`config.mk`:
```
export PLATFORM = sky130hd
export DESIGN_NAME = tmr2_top
export DESIGN_NICKNAME = d
export VERILOG_FILES = /design/src/core/tmr2_pkg.sv /design/src/core/tmr2_edge.sv /design/src/core/tmr2_top.sv
export VERILOG_INCLUDE_DIRS = /design/src /design/src/core
export SDC_FILE = /design/constraint.sdc
export NUM_CORES = 1
export LEC_CHECK = 0
export ABC_AREA = 1
export BUFFER_PORTS_ARGS = -buffer_cell sky130_fd_sc_hd__buf_2
export CELL_PAD_IN_SITES_DETAIL_PLACEMENT = 0
export CELL_PAD_IN_SITES_GLOBAL_PLACEMENT = 1
export CORE_ASPECT_RATIO = 0.9
export CORE_UTILIZATION = 44
export DETAILED_ROUTE_END_ITERATION = 8
export GPL_TIMING_DRIVEN = 0
export PLACE_DENSITY = 0.83
export SYNTH_ARGS = -nofsm -noshare
export SYNTH_HDL_FRONTEND = slang
export SYNTH_HIERARCHICAL = 1
export SYNTH_SLANG_ARGS = --single-unit
export TNS_END_PERCENT = 30
```
`constraint.sdc`:
```
create_clock -name clk -period 2 [get_ports clk]
set_input_delay 0.4 -clock clk [delete_from_list [all_inputs] [get_ports clk]]
set_output_delay 0.4 -clock clk [all_outputs]
set_load 0.01 [all_outputs]
```
`src/core/tmr2_defs.svh`:
```
// offsets, field positions, reset values and tick counts of the capture/reload timer
// assumes byte-wide special function register access from the cpu core
// Functional notes
// - overflow_flag is set when the count rolls over from FFFF, only while both baud selects are 0, and hardware never clears it.
// - software writing one to overflow_flag raises the timer interrupt request when the timer interrupt is enabled.
// - with external_enable set, a falling edge on external_trigger_pin sets external_flag, which only software clears.
// - software setting external_flag raises the timer interrupt request when the timer interrupt is enabled.
// - the receive baud select picks the serial port 0 receive timebase: 0 timer 1 overflow, 1 this timer's overflow.
// - the transmit baud select picks the serial port 0 transmit timebase: 0 timer 1 overflow, 1 this timer's overflow.
// - either baud select forces baud generator mode, where the count advances once every two clocks regardless of counter_timer_select.
// - trigger pin edges cause capture or reload only with external_enable at 1 and no baud generation; with it at 0 the pin is ignored.
// - run_control at 1 counts and at 0 halts, keeping the count bytes unchanged except when a trigger pin reload occurs.
// - counter_timer_select 0 counts internal ticks at a rate set by tick_speed_select, 1 counts falling edges on count_input_pin.
// - with either baud select set, capture_reload_select is ignored and the count reloads after every overflow.
// - capture_reload_select 0 reloads on every overflow, and also on a trigger pin falling edge when external_enable is 1.
// - capture_reload_select 1 with external_enable 1 captures the running count on a trigger pin falling edge.
// - a capture copies count_low_byte into capture_reload_low and count_high_byte into capture_reload_high.
// - a reload takes capture_reload_low as the low byte and capture_reload_high as the high byte of the count.
// - the count is held in two readable and writable bytes, low and high, both reset to zero.
`ifndef TMR2_DEFS_SVH
`define TMR2_DEFS_SVH

// register offsets on the special function register bus
`define TMR2_OFS_CTRL    8'hC8
`define TMR2_OFS_CAP_LO  8'hCA
`define TMR2_OFS_CAP_HI  8'hCB
`define TMR2_OFS_CNT_LO  8'hCC
`define TMR2_OFS_CNT_HI  8'hCD

// timer_two_control field positions
`define TMR2_BIT_OVF     7
`define TMR2_BIT_EXF     6
`define TMR2_BIT_RXSEL   5
`define TMR2_BIT_TXSEL   4
`define TMR2_BIT_EXEN    3
`define TMR2_BIT_RUN     2
`define TMR2_BIT_CT      1
`define TMR2_BIT_CPRL    0

// reset values
`define TMR2_RST_BYTE    8'h00
`define TMR2_RST_CNT     16'h0000
`define TMR2_RST_PRE     4'h0

// roll-over point and prescaler terminal counts (divide minus one)
`define TMR2_CNT_MAX     16'hFFFF
`define TMR2_PRE_BAUD    4'h1
`define TMR2_PRE_SLOW    4'hB
`define TMR2_PRE_FAST    4'h3

`endif

```
`src/core/tmr2_pkg.sv`:
```
// types shared by the capture/reload timer modules
// assumes tmr2_defs.svh is included by each module that needs numbers
package tmr2_pkg;

  // what advances the count in a given cycle
  typedef enum logic [1:0] {
    TMR2_SRC_HALT,
    TMR2_SRC_BAUD,
    TMR2_SRC_COUNTER,
    TMR2_SRC_TIMER
  } tmr2_src_e;

  // state of the pin synchroniser and edge finder
  typedef struct packed {
    logic [1:0] meta;
    logic [1:0] sync;
    logic [1:0] last;
    logic [1:0] fall;
  } tmr2_edge_s;

  // whole state of the timer
  typedef struct packed {
    logic [7:0]  ctrl;
    logic [7:0]  cap_lo;
    logic [7:0]  cap_hi;
    logic [15:0] cnt;
    logic [3:0]  pre;
    logic [7:0]  rdata;
    logic        irq;
    logic        rx_tick;
    logic        tx_tick;
  } tmr2_state_s;

endpackage

```
`src/core/tmr2_edge.sv`:
```
// two-flop synchroniser and falling edge finder for the two timer pins
// assumes the pins are asynchronous to clk and held at least two clocks per level
`timescale 1ns/1ps
`include "tmr2_defs.svh"

module tmr2_edge
  import tmr2_pkg::*;
(
  input  wire logic       clk,
  input  wire logic       rst,
  input  wire logic [1:0] pin_in,
  output logic      [1:0] fall_pulse
);

  tmr2_edge_s st_reg;
  tmr2_edge_s st_next;

  // next state: meta feeds only sync, edges are found after the second flop
  always_comb begin
    st_next      = st_reg;
    st_next.meta = pin_in;
    st_next.sync = st_reg.meta;
    st_next.last = st_reg.sync;
    for (int i = 0; i < 2; i++) begin
      st_next.fall[i] = st_reg.last[i] & ~st_reg.sync[i];
    end
  end

  // pins idle high, so reset to ones to avoid a false edge after release
  always_ff @(posedge clk or posedge rst) begin
    if (rst) begin
      st_reg <= '{meta: 2'h3, sync: 2'h3, last: 2'h3, fall: 2'h0};
    end else begin
      st_reg <= st_next;
    end
  end

  assign fall_pulse = st_reg.fall;

endmodule

```
`src/core/tmr2_top.sv`:
```
// 16-bit capture/reload timer with baud generator, on the cpu special function register bus
// assumes one-cycle rd/wr strobes from the core, timer1_ovf and int_enable on clk
`timescale 1ns/1ps
`include "tmr2_defs.svh"

module tmr2_top
  import tmr2_pkg::*;
(
  input  wire logic       clk,
  input  wire logic       rst,
  input  wire logic [7:0] sfr_addr,
  input  wire logic       sfr_wr,
  input  wire logic       sfr_rd,
  input  wire logic [7:0] sfr_wdata,
  output logic      [7:0] sfr_rdata,
  input  wire logic       tick_speed_select,
  input  wire logic       int_enable,
  input  wire logic       timer1_ovf,
  input  wire logic       count_input_pin,
  input  wire logic       external_trigger_pin,
  output logic            irq_req,
  output logic            rx_baud_tick,
  output logic            tx_baud_tick
);

  tmr2_state_s st_reg;
  tmr2_state_s st_next;

  logic [1:0]  pin_fall;
  logic        cnt_fall;
  logic        trig_fall;

  // one-hot register select, shared by the read and write paths
  function automatic logic [4:0] sfr_decode(input logic [7:0] addr);
    logic [4:0] sel;
    sel    = 5'h00;
    sel[0] = (addr == `TMR2_OFS_CTRL);
    sel[1] = (addr == `TMR2_OFS_CAP_LO);
    sel[2] = (addr == `TMR2_OFS_CAP_HI);
    sel[3] = (addr == `TMR2_OFS_CNT_LO);
    sel[4] = (addr == `TMR2_OFS_CNT_HI);
    return sel;
  endfunction

  // both pins pass two flops before any edge logic sees them
  tmr2_edge tmr2_edge_i (
    .clk        (clk),
    .rst        (rst),
    .pin_in     ({external_trigger_pin, count_input_pin}),
    .fall_pulse (pin_fall)
  );

  assign cnt_fall  = pin_fall[0];
  assign trig_fall = pin_fall[1];

  // decoded control fields
  logic        ovf_flag;
  logic        ext_flag;
  logic        rx_sel;
  logic        tx_sel;
  logic        ext_en;
  logic        run;
  logic        ct_sel;
  logic        cprl_sel;
  logic        baud_mode;
  logic [4:0]  wr_sel;
  logic [4:0]  rd_sel;
  tmr2_src_e   src;
  logic [3:0]  pre_top;
  logic        tick;
  logic        ovf_evt;
  logic        ext_act;
  logic        do_reload;
  logic        do_capture;
  logic [15:0] reload_val;

  assign ovf_flag   = st_reg.ctrl[`TMR2_BIT_OVF];
  assign ext_flag   = st_reg.ctrl[`TMR2_BIT_EXF];
  assign rx_sel     = st_reg.ctrl[`TMR2_BIT_RXSEL];
  assign tx_sel     = st_reg.ctrl[`TMR2_BIT_TXSEL];
  assign ext_en     = st_reg.ctrl[`TMR2_BIT_EXEN];
  assign run        = st_reg.ctrl[`TMR2_BIT_RUN];
  assign ct_sel     = st_reg.ctrl[`TMR2_BIT_CT];
  assign cprl_sel   = st_reg.ctrl[`TMR2_BIT_CPRL];
  assign baud_mode  = rx_sel | tx_sel;
  assign wr_sel     = sfr_wr ? sfr_decode(sfr_addr) : 5'h00;
  assign rd_sel     = sfr_rd ? sfr_decode(sfr_addr) : 5'h00;
  assign reload_val = {st_reg.cap_hi, st_reg.cap_lo};

  // count source: baud mode overrides the counter/timer choice
  always_comb begin
    if (!run) begin
      src = TMR2_SRC_HALT;
    end else if (baud_mode) begin
      src = TMR2_SRC_BAUD;
    end else if (ct_sel) begin
      src = TMR2_SRC_COUNTER;
    end else begin
      src = TMR2_SRC_TIMER;
    end
  end

  // prescaler terminal count and the advance strobe for this cycle
  always_comb begin
    pre_top = `TMR2_RST_PRE;
    tick    = 1'b0;
    unique case (src)
      TMR2_SRC_HALT: begin
        tick = 1'b0;
      end
      TMR2_SRC_BAUD: begin
        pre_top = `TMR2_PRE_BAUD;
        tick    = (st_reg.pre == `TMR2_PRE_BAUD);
      end
      TMR2_SRC_COUNTER: begin
        tick = cnt_fall;
      end
      TMR2_SRC_TIMER: begin
        pre_top = tick_speed_select ? `TMR2_PRE_FAST : `TMR2_PRE_SLOW;
        tick    = (st_reg.pre >= pre_top);
      end
    endcase
  end

  // roll-over and trigger events
  assign ovf_evt    = tick & (st_reg.cnt == `TMR2_CNT_MAX);
  assign ext_act    = trig_fall & ext_en & ~baud_mode;
  assign do_reload  = (ovf_evt & (baud_mode | ~cprl_sel))
                    | (ext_act & ~cprl_sel);
  assign do_capture = ext_act & cprl_sel;

  // next state of the whole block
  always_comb begin
    st_next = st_reg;

    // prescaler only runs in the internally timed sources
    if (src == TMR2_SRC_TIMER || src == TMR2_SRC_BAUD) begin
      st_next.pre = tick ? `TMR2_RST_PRE : st_reg.pre + 4'h1;
    end else begin
      st_next.pre = `TMR2_RST_PRE;
    end

    // software writes land first so hardware events below win the cycle
    if (wr_sel[0]) begin
      st_next.ctrl = sfr_wdata;
    end
    if (wr_sel[1]) begin
      st_next.cap_lo = sfr_wdata;
    end
    if (wr_sel[2]) begin
      st_next.cap_hi = sfr_wdata;
    end

    // counting; a halted timer keeps its count unless a trigger reload lands
    if (tick) begin
      st_next.cnt = st_reg.cnt + 16'h0001;
    end
    if (do_reload) begin
      st_next.cnt = reload_val;
    end
    if (do_capture) begin
      st_next.cap_lo = st_reg.cnt[7:0];
      st_next.cap_hi = st_reg.cnt[15:8];
    end

    // a byte write beats counting in that byte only
    if (wr_sel[3]) begin
      st_next.cnt[7:0] = sfr_wdata;
    end
    if (wr_sel[4]) begin
      st_next.cnt[15:8] = sfr_wdata;
    end

    // flags: a hardware set wins over a software clear in the same cycle
    if (ovf_evt && !baud_mode) begin
      st_next.ctrl[`TMR2_BIT_OVF] = 1'b1;
    end
    if (trig_fall && ext_en) begin
      st_next.ctrl[`TMR2_BIT_EXF] = 1'b1;
    end

    // request follows the registered flags, one cycle behind
    st_next.irq = int_enable & (ovf_flag | ext_flag);

    // serial port 0 timebases
    st_next.rx_tick = rx_sel ? (ovf_evt & baud_mode) : timer1_ovf;
    st_next.tx_tick = tx_sel ? (ovf_evt & baud_mode) : timer1_ovf;

    // read data returns the state before this cycle's update, zero if unmapped
    if (sfr_rd) begin
      st_next.rdata = ({8{rd_sel[0]}} & st_reg.ctrl)
                    | ({8{rd_sel[1]}} & st_reg.cap_lo)
                    | ({8{rd_sel[2]}} & st_reg.cap_hi)
                    | ({8{rd_sel[3]}} & st_reg.cnt[7:0])
                    | ({8{rd_sel[4]}} & st_reg.cnt[15:8]);
    end
  end

  // all registers clear at reset
  always_ff @(posedge clk or posedge rst) begin
    if (rst) begin
      st_reg <= '{ctrl: `TMR2_RST_BYTE, cap_lo: `TMR2_RST_BYTE, cap_hi: `TMR2_RST_BYTE,
                  cnt: `TMR2_RST_CNT, pre: `TMR2_RST_PRE, rdata: `TMR2_RST_BYTE,
                  irq: 1'b0, rx_tick: 1'b0, tx_tick: 1'b0};
    end else begin
      st_reg <= st_next;
    end
  end

  // outputs straight from flops
  assign sfr_rdata    = st_reg.rdata;
  assign irq_req      = st_reg.irq;
  assign rx_baud_tick = st_reg.rx_tick;
  assign tx_baud_tick = st_reg.tx_tick;
endmodule

```
==> flow_summary.ini, run 1 <==
[yosys]
synth_top_family_by_area = simple AND/OR/NAND/NOR gates
synthXorXnorAreaFrac = 0.0339
postSynthCellCount = 528
post-synth-top-area-cell = dfrtp_1
synth_warnings = 6
synth_compound_area_frac = 0.0753
postSynth.asyncResetShare = 1.00
muxShareOfSynthArea = 0
synthesis_stage_register_bit_count = 63
synth_adder_area_share = 0.0129
synth.area.top_cells = dfrtp_1, nand2_1, nand3_1
edff_count_synth = 0
syn-mean-instance-area_sq_um = 7.33
post_synth_top_flop = dfrtp_1
yosysSeqAreaShare = 0.409
mappedNetlistNets = 557
combined_area_of_all_synthesized_cells_sq_um = 3870
synth_simple_gate_area_frac = 0.364
area_share_of_the_largest_cell_type_after_synthesis = 0.368
synth_cell_types = 40

[timing]
rsz0062_at_grt = yes
min_tclk_post_route_ns = 1.93
finalCritPeriodShare = 0.964
worst_clock_skew_ns = 0.0162
clock.fmax_mhz = 519
timing.max_slew.rel_slack = 0.637
setup_ws_ns = 0.0718
report.final.slew_viol_count = 0
setup_viol = 0
max_slew.worst_pin.slew_ns = 0.544
final-hold-violation-count = 0

[clock_network]
clockRootBuffer = clkbuf_8
clk_pin_slew_worst_paths_ns = 0.08
clk_latency_ns = 0.36
cts.path.max_buffers = 2
cts-buffers-inserted = 9
clock-sinks = 63
cts_htree_levels = 3
tritoncts = yes

[global_routing]
global_route.overflow_total = 0
grt_first_pass_wirelength_um = 17700
grtUsageTotal = 0.264
grt_antenna_before_repair = 0
grt_start_max_net_pins = 43
grt_pass1_vias = 3332

[worst_setup_path]
rrSetupSlack_ns = 0.07
path_max_fanout = 10
crit_path_end_kind = flip-flop
criticalPathCategory = reg -> reg
critical_path.startpoint_type = flip-flop
timing.critical_path.arrival_ns = 2.15
timing.critical_path.required_ns = 2.23

[drt]
met3_length_um = 853
post_drt_via_cell_ratio = 5.17
routedWlPerCell_um = 15.9
dr.first_iter.drc_count = 318
wl_met2_um = 5070
ant_nets = 0
drc_errors = 0
met1_length_um = 5090
top_signal_layer_used = met4
vias = 3662
drt-total-wl_um = 11200
drt-pass1-iter-count = 5

[place]
port_buffers = 34
place_ws_ns = -0.215
place_congestion = 0.922
post-dp-hpwl_um = 8700

[floorplanning]
die_area_sq_um = 9180
initial_core_util = 0.452
dieHeight_um = 91.0
top_level_ports = 36
core_region_area_sq_um = 8570
num_rows = 32
die_width_um = 101

[cells_and_area]
fin_nets = 614
drive_gt1_frac = 0.195
final_antenna_diode_count = 0
fillerInstances = 886
fin_util = 0.531
largest_reg_flops = 21
area_delta_synth_final_pct = 17.4

[pwr]
p_leak_nw = 2.26
power_density_nw_per_um2 = 708
worst_ir_drop_vdd_mv = 0.409

[run_status]
outcome = complete, no violations

[job]
drv.max_cap_violation_count = 0

[hold_path]
hold_class = in -> reg
-- per-layer routing --
metal	up-vias	global-route usage
met4	0	0.0785
met2	132	0.412
met1	1731	0.364
li1	1779	-
met3	20	0.0616
met5	-	0
-- report_power, final --
| group | internal [mW] | switching [mW] | total [mW] |
|---|---|---|---|
| sequential | 1.41 | 0.165 | 1.57 |
| combinational | 0.236 | 0.322 | 0.559 |
| clock | 0.575 | 0.515 | 1.09 |
-- through the flow --
step / instance area, sq um / TNS (ns) / hold slack (ns) / cells / power (mW)
after floorplan: 3870 / 0 / 0.211 / 528 / 1.91
after global placement: 4190 / -30.19 / 0.346 / 681 / 2.10
after detailed placement: 4210 / -1.51 / 0.347 / 682 / 2.11
after CTS: 4440 / 0 / 0.132 / 702 / 3.22
after global routing: 4550 / -0.0113 / 0.124 / 709 / 3.37
final: 4550 / 0 / 0.143 / 709 / 3.22
-- what timing repair did --
| item | 4_1_cts | 5_1_grt |
|---|---|---|
| pin swaps | 1 | 3 |
| endpoints found under the setup margin | 14 | 32 |
| endpoints found under the hold margin | 1 | 0 |
| resized for setup | 6 | 18 |
| buffers inserted | 3 | 7 |
| hold buffers | 1 | 0 |
-- cells in the final DEF, fill, tap and decap left out, drive strengths merged, types with 2 or more instances in the layout --
master  netlist  routed
a21oi         9       9
a22oi         2       2
buf          14      60
clkbuf        7      18
clkinv        0       4
dfrtp        57      57
dfstp         6       6
ha            4       4
inv          70      69
nand2       184     184
nand3        61      61
nand3b        3       3
nand4         5       5
nor2         49      49
nor3          2       2
o211ai       10      10
o21ai        23      23
o221ai        2       2
xnor2         4       4
xor2         11      11
-- worst max-delay path, stage by stage (launching register included) --
cell     delay (ns)
dfrtp_2        0.40
ha_2           0.22
nand3_4        0.12
nor2_8         0.17
nand3_4        0.09
nor2_4         0.16
nand3_4        0.15
nand2_4        0.13
buf_12         0.12
nand2_1        0.05
nand3_1        0.09
nand3_1        0.08
-- worst paths after layout --
kind                                                  endpoint                        startpoint  cells after the start
setup reg to reg                        st_reg[30]$_DFFE_PP0P_            st_reg[16]$_DFFE_PP0P_                     11
hold / removal                tmr2_edge_i/st_next[4]$_DFF_PP1_                   count_input_pin                      1
max in group asynchronous               st_reg[15]$_DFFE_PP0P_                               rst                      4
min in group asynchronous  tmr2_edge_i/fall_pulse[1]$_DFF_PP0_                               rst                      3
hold reg to reg               tmr2_edge_i/st_next[3]$_DFF_PP1_  tmr2_edge_i/st_next[5]$_DFF_PP1_                      0
setup / recovery                        st_reg[30]$_DFFE_PP0P_            st_reg[16]$_DFFE_PP0P_                     11
-- logic make-up after synthesis --
family                   after synthesis
buffers and inverters                 91
XOR/XNOR                              15
AO/OA/AOI/OAI                         49
AND/OR/NAND/NOR                      306
adder cells (fa/ha/maj)                4
flip-flops                            63
-- synth_stat cells (5+ instances only) --
library cell / instances
o211ai_1: 10
inv_1: 67
buf_4: 10
nand2_1: 178
nand3_1: 57
dfstp_2: 6
dfrtp_1: 57
a21oi_1: 9
o21ai_0: 22
clkbuf_1: 7
xor2_1: 11
nor2_1: 41
nor2_2: 5
-- final cells by class --
class                      count  area [sq um]  area share
timing repair buffer          46           275      0.0606
inverter                      70           268      0.0589
buffer                        21           144      0.0317
tap                          119           149      0.0328
multi-input combinational    374          1940       0.426
clock buffer                  12           135      0.0297
sequential                    63          1590       0.349
clock inverter                 4          48.8      0.0107
No activity file was read; power rests on OpenSTA's default activity.
==> inputs of run 2 (changes only) <==
--- a/config.mk
+++ b/config.mk
@@ -15,6 +15,7 @@
 export DETAILED_ROUTE_END_ITERATION = 8
 export GPL_TIMING_DRIVEN = 0
 export PLACE_DENSITY = 0.83
+export RECOVER_POWER = 50
 export SYNTH_ARGS = -nofsm -noshare
 export SYNTH_HDL_FRONTEND = slang
 export SYNTH_HIERARCHICAL = 1
==> run 2 against run 1 <==
Worst setup slack improved by 0.0030 ns. First-iteration DRC count fell by 2.8%. Final cell count did not move. Utilization fell by 0.16 points. Global-route usage did not move. Design area fell by 0.30%. Power fell by 0.18%. Clock power barely moved. Worst hold slack got worse by 0.0017 ns. Largest cell class unchanged.
==> flow_summary.ini, run 2 (synthesis results as in run 1) <==
[worst_setup_path]
critical_path.startpoint_type = flip-flop
rrSetupSlack_ns = 0.07
crit_end = st_reg[30]$_DFFE_PP0P_
timing.critical_path.arrival_ns = 2.15
path_max_fanout = 10
cell_by_cell_listing_of_the_critical_path = ha_2 > nand3_4 > nor2_8 > nand3_4 > nor2_4 > nand3_4 > nand2_4 > buf_12 > nand2_1 > nand3_1 > nand3_1
criticalPathCategory = reg -> reg
cpMaxStageDelayCell = dfrtp_2
rr_startpoint = st_reg[16]$_DFFE_PP0P_
crit_path_end_kind = flip-flop
startpoint = st_reg[16]$_DFFE_PP0P_
rr_endpoint = st_reg[30]$_DFFE_PP0P_
r2r.worst_path.cells = 11
timing.critical_path.slowest_cell_delay_ns = 0.40
timing.critical_path.required_ns = 2.23
cpMostUsedCell = nand3_4

[clock_network]
tritoncts = yes
clock-sinks = 63
clk_pin_slew_worst_paths_ns = 0.08
cts-buffers-inserted = 9
cts.path.max_buffers = 2
clk_latency_ns = 0.36
cts_htree_levels = 3
clockRootBuffer = clkbuf_8

[drt]
routedWlPerCell_um = 15.8
ant_nets = 0
dr.first_iter.drc_count = 309
drc_errors = 0
drt-total-wl_um = 11200
post_drt_via_cell_ratio = 5.14
drt-pass1-iter-count = 6
vias = 3643

[floorplanning]
num_rows = 32
core_region_area_sq_um = 8570
top_level_ports = 36
die_area_sq_um = 9180
dieHeight_um = 91.0
initial_core_util = 0.452
die_width_um = 101

[timing]
max_slew.worst_pin.slew_ns = 0.572
final-hold-violation-count = 0
rsz0062_at_grt = yes
setup_viol = 0
report.final.slew_viol_count = 0
min_tclk_post_route_ns = 1.93
timing.max_slew.rel_slack = 0.619
worst_clock_skew_ns = 0.0161
setup_ws_ns = 0.0748
clock.fmax_mhz = 519
finalCritPeriodShare = 0.963

[global_routing]
global_route.overflow_total = 0
grt_pass1_vias = 3332
grtUsageTotal = 0.264
grt_antenna_before_repair = 0
grt_first_pass_wirelength_um = 17700
grt_start_max_net_pins = 43

[cells_and_area]
postLayoutCellArea_sq_um = 4530
largest_reg_flops = 21
commonest_non_fill_non_tap_cell_in_the_layout = nand2_1
area.sequential_sq_um = 1590
final_antenna_diode_count = 0
drive_gt1_frac = 0.188
fin_nets = 614
fillerInstances = 889
area_occupied_by_multi_input_gates_sq_um = 1940
area_delta_synth_final_pct = 17.1
layout.cells.most_common_list = nand2_1, inv_1, nand3_1

[place]
placed_cell_area_sq_um = 4210
port_buffers = 34
place_ws_ns = -0.215
place_congestion = 0.922
post-dp-hpwl_um = 8700

[pwr]
p_leak_nw = 2.25
report.power.total_mw = 3.21
worst_ir_drop_vdd_mv = 0.409
power_density_nw_per_um2 = 709

[job]
drv.max_cap_violation_count = 0

[hold_path]
hold_class = in -> reg

[run_status]
outcome = complete, no violations
## run 2: cell types whose count changed in the layout (fill, tap and decap cells not counted), sizes merged
cell    delta
buf        -2
clkbuf     +2
## run 2: worst min path at each step
stage                                                start                                  end  slack, ns  cells past startpoint
after floorplan                                        rst  tmr2_edge_i/fall_pulse[0]$_DFF_PP0_       0.21                      1
after CTS                                  count_input_pin     tmr2_edge_i/st_next[4]$_DFF_PP1_       0.13                      1
final                                      count_input_pin     tmr2_edge_i/st_next[4]$_DFF_PP1_       0.14                      1
after global placement                                 rst  tmr2_edge_i/fall_pulse[1]$_DFF_PP0_       0.35                      2
after global routing                       count_input_pin     tmr2_edge_i/st_next[4]$_DFF_PP1_       0.12                      1
after detailed placement  tmr2_edge_i/st_next[5]$_DFF_PP1_     tmr2_edge_i/st_next[3]$_DFF_PP1_       0.35                      0
## run 2: timing repair
| action | CTS | global route |
|---|---|---|
| gates resized for setup | 6 | 18 |
| pin swaps | 1 | 3 |
| setup buffers | 3 | 7 |
| hold buffers | 1 | 0 |
| hold endpoints to repair | 1 | 0 |
| cloned | 0 | 0 |
| setup endpoints to repair | 14 | 32 |
## run 2: per-stage QoR
step | std cells | setup TNS [ns] | hold slack [ns] | utilization
floorplan | 528 | 0 | 0.211 | -
global route | 709 | -0.0113 | 0.124 | 0.529
finish | 709 | 0 | 0.141 | 0.529
detailed placement | 682 | -1.51 | 0.347 | 0.491
global placement | 681 | -30.19 | 0.346 | 0.489
CTS | 702 | 0 | 0.132 | 0.518
## run 2: area by class of cell
class,count,area share
multi-input cells,374,0.428
clock inverters,4,0.0108
flip-flops and latches,63,0.350
repair buffers,46,0.0577
well taps,119,0.0329
clock buffers,12,0.0298
inverters,70,0.0591
plain buffers,21,0.0318
## run 2: power breakdown
| group | total, mW | internal (mW) | switching [mW] |
|---|---|---|---|
| Clock | 1.09 | 0.575 | 0.516 |
| Sequential | 1.57 | 1.41 | 0.165 |
| Combinational | 0.553 | 0.233 | 0.320 |
## run 2: worst max-delay path, delay by kind of cell, from the launching register on
kind | cells | cell delay (ns)
AND/OR/NAND/NOR | 9 | 1.03
flip-flops | 1 | 0.40
adder cells (fa/ha/maj) | 1 | 0.22
buffers and inverters | 1 | 0.12
## run 2: routing by layer
layer,up-vias,share of wire,GRT usage,wire [um]
met5,-,0,0,0
met4,0,0.018,0.0785,200
met3,18,0.076,0.0616,848
met2,127,0.46,0.412,5140
met1,1719,0.45,0.364,5040
li1,1779,-,-,-
==> inputs of run 3 (changes only) <==
--- a/config.mk
+++ b/config.mk
@@ -18,6 +18,5 @@
 export RECOVER_POWER = 50
 export SYNTH_ARGS = -nofsm -noshare
 export SYNTH_HDL_FRONTEND = slang
-export SYNTH_HIERARCHICAL = 1
 export SYNTH_SLANG_ARGS = --single-unit
 export TNS_END_PERCENT = 30
==> constraint.sdc (replaced) <==
create_clock -name clk -period 2.1 [get_ports clk]
set_input_delay 0.42 -clock clk [delete_from_list [all_inputs] [get_ports clk]]
set_output_delay 0.42 -clock clk [all_outputs]
set_load 0.01 [all_outputs]
==> run 3 against run 2 <==
Count of clock-buffer cells in the layout decreased by 2. First-iteration DRC count increased by 11%. Final cell count decreased by 3.1%. Utilization increased by 1.1 points. Design area decreased by 2.6%. Power decreased by 5.7%. Critical path type unchanged. Clock power increased by 15%. Worst hold slack improved by 0.026 ns. Largest power group unchanged. Largest cell class unchanged. Sequential power decreased by 12%.
==> flow_summary.ini, run 3 <==
[run_status]
outcome = complete, no violations

[yosys]
synthesis_stage_register_bit_count = 63
synth_simple_gate_area_frac = 0.341
post_synth_top_flop = dfrtp_1
synth_adder_area_share = 0.0132
post-synth-top-count-cell = nand2_1
edff_count_synth = 0
synth.area.top_cells = dfrtp_1, nand2_1, inv_1
combined_area_of_all_synthesized_cells_sq_um = 3790
synth_top_family_by_area = simple AND/OR/NAND/NOR gates
post-synth-top-area-cell = dfrtp_1
area_share_of_the_largest_cell_type_after_synthesis = 0.376
mappedNetlistNets = 548
synth_warnings = 0
postSynthCellCount = 519
synth_compound_area_frac = 0.0953
postSynth.asyncResetShare = 1.00
synthTopCellsByCount = nand2_1, inv_1, dfrtp_1
yosysSeqAreaShare = 0.417
syn-mean-instance-area_sq_um = 7.31
synth_cell_types = 37
synthXorXnorAreaFrac = 0.0254
muxShareOfSynthArea = 0

[place]
place_congestion = 0.972
port_buffers = 35
post-dp-hpwl_um = 9270
place_ws_ns = -0.139
placed_cell_area_sq_um = 4130

[timing]
min_tclk_post_route_ns = 2.00
setup_viol = 0
setup_total_negative_slack_ns = 0
max_slew.worst_pin.slew_ns = 1.27
finalCritPeriodShare = 0.954
report.final.slew_viol_count = 0
setup_ws_ns = 0.0976
clock.fmax_mhz = 499
timing.max_slew.rel_slack = 0.153
rsz0062_at_grt = no
whs_ns = 0.168
final-hold-violation-count = 0
worst_clock_skew_ns = 0.0128

[pwr]
report.power.total_mw = 3.03
worst_ir_drop_vdd_mv = 0.443
power_density_nw_per_um2 = 686
p_leak_nw = 2.27

[cells_and_area]
commonest_non_fill_non_tap_cell_in_the_layout = nand2_1
drive_gt1_frac = 0.189
area_delta_synth_final_pct = 16.4
largest_reg_flops = 21
postLayoutCellArea_sq_um = 4420
final_antenna_diode_count = 0
layout.cells.most_common_list = nand2_1, inv_1, nor2_1, dfrtp_1, nand3_1
fin_nets = 596

[floorplanning]
dieHeight_um = 90.1
core_region_area_sq_um = 8180
num_rows = 31
top_level_ports = 36
die_area_sq_um = 9000
initial_core_util = 0.464
die_width_um = 99.9

[drt]
drt-total-wl_um = 12200
routedWlPerCell_um = 17.7
drt-pass1-iter-count = 5
drc_errors = 0
ant_nets = 0
dr.first_iter.drc_count = 343
vias = 3653
post_drt_via_cell_ratio = 5.32

[global_routing]
global_route.overflow_total = 0
grt_antenna_before_repair = 0
grtUsageTotal = 0.288
grt_pass1_vias = 3545
grt_start_max_net_pins = 33
grt_first_pass_wirelength_um = 19600

[clock_network]
clock-sinks = 63
clk_pin_slew_worst_paths_ns = 0.08
clk_latency_ns = 0.35
cts-buffers-inserted = 9
tritoncts = yes
cts.path.max_buffers = 2
clockRootBuffer = clkbuf_8
cts_htree_levels = 3

[worst_setup_path]
path_max_fanout = 8
timing.critical_path.required_ns = 2.40
startpoint = st_reg[14]$_DFF_PP0_
timing.critical_path.arrival_ns = 2.30
criticalPathCategory = reg -> reg
crit_path_end_kind = flip-flop
rr_startpoint = st_reg[14]$_DFF_PP0_
critical_path.startpoint_type = flip-flop

[hold_path]
min-delay-start = count_input_pin
hold_class = in -> reg

[job]
drv.max_cap_violation_count = 0
==> run 3: cell count changes in the layout (fill, tap and decap cells not counted), sizes merged, moves of 2 or more <==
cell,before,now
nor2,49,64
nand2,184,148
nand3,61,51
nand3b,3,0
xnor2,4,1
a22oi,2,0
clkbuf,20,12
o21ai,23,39
buf,58,54
nor3,2,9
o211ai,10,1
o221ai,2,11
nand4,5,14
inv,69,71
==> run 3: final cells by class <==
| cell class | instances | area, sq um |
|---|---|---|
| multi-input cells | 365 | 1840 |
| fillers | 842 | 3770 |
| clock inverters | 6 | 93.8 |
| plain buffers | 19 | 143 |
| well taps | 115 | 144 |
| inverters | 72 | 270 |
| repair buffers | 37 | 203 |
| flip-flops and latches | 63 | 1590 |
| clock buffers | 10 | 138 |
==> run 3: critical path, stage by stage, from the launching register on <==
cell	delay, ns
dfrtp_1	0.41
ha_1	0.28
inv_1	0.04
o21bai_1	0.14
nand2_1	0.11
nand3_4	0.15
inv_1	0.08
o21ai_1	0.17
nand2_1	0.08
inv_1	0.26
nand3_1	0.15
nand2_1	0.09
==> run 3: path summary, 6_finish.rpt <==
check,end,slack [ns],depth (start not counted)
min in group asynchronous,ct_sel$_DFFE_PP0P_,0.41,2
min,tmr2_edge_i.st_next[4]$_DFF_PP1_,0.17,1
min reg2reg,tmr2_edge_i.st_next[2]$_DFF_PP1_,0.35,0
max in group asynchronous,st_reg[16]$_DFFE_PP0P_,0.84,2
max,st_reg[26]$_DFFE_PP0P_,0.1,11
max reg2reg,st_reg[26]$_DFFE_PP0P_,0.1,11
==> run 3: cell families after synthesis <==
| group | after synthesis |
|---|---|
| buffers and inverters | 91 |
| AO/OA/AOI/OAI | 61 |
| AND/OR/NAND/NOR | 289 |
| flip-flops | 63 |
| XOR/XNOR | 11 |
| adder cells (fa/ha/maj) | 4 |
==> run 3: where the power goes <==
| part | internal, mW | switching (mW) | total, mW |
|---|---|---|---|
| Clock | 0.707 | 0.544 | 1.25 |
| Sequential | 1.30 | 0.0822 | 1.38 |
| Combinational | 0.140 | 0.255 | 0.395 |
| Total | 2.15 | 0.881 | 3.03 |
==> run 3: metal layers <==
metal,global-route usage,vias to the layer above,wire [um]
li1,-,1760,-
met1,0.417,1683,5690
met2,0.406,183,4970
met3,0.0793,27,1220
met4,0.107,0,311
met5,0,-,0
==> run 3: per-stage QoR <==
step,util,cells
2_1_floorplan,-,519
3_3_place_gp,0.503,669
3_5_place_dp,0.505,670
4_1_cts,0.534,686
5_1_grt,0.540,687
6_report,0.540,687
==> run 3: repair_timing <==
item                                    in CTS  in global routing
hold buffers                                 0                  0
gates resized for setup                      1                 10
endpoints found under the setup margin       2                 19
setup buffers                                0                  1
hold endpoints to repair                     0                  0
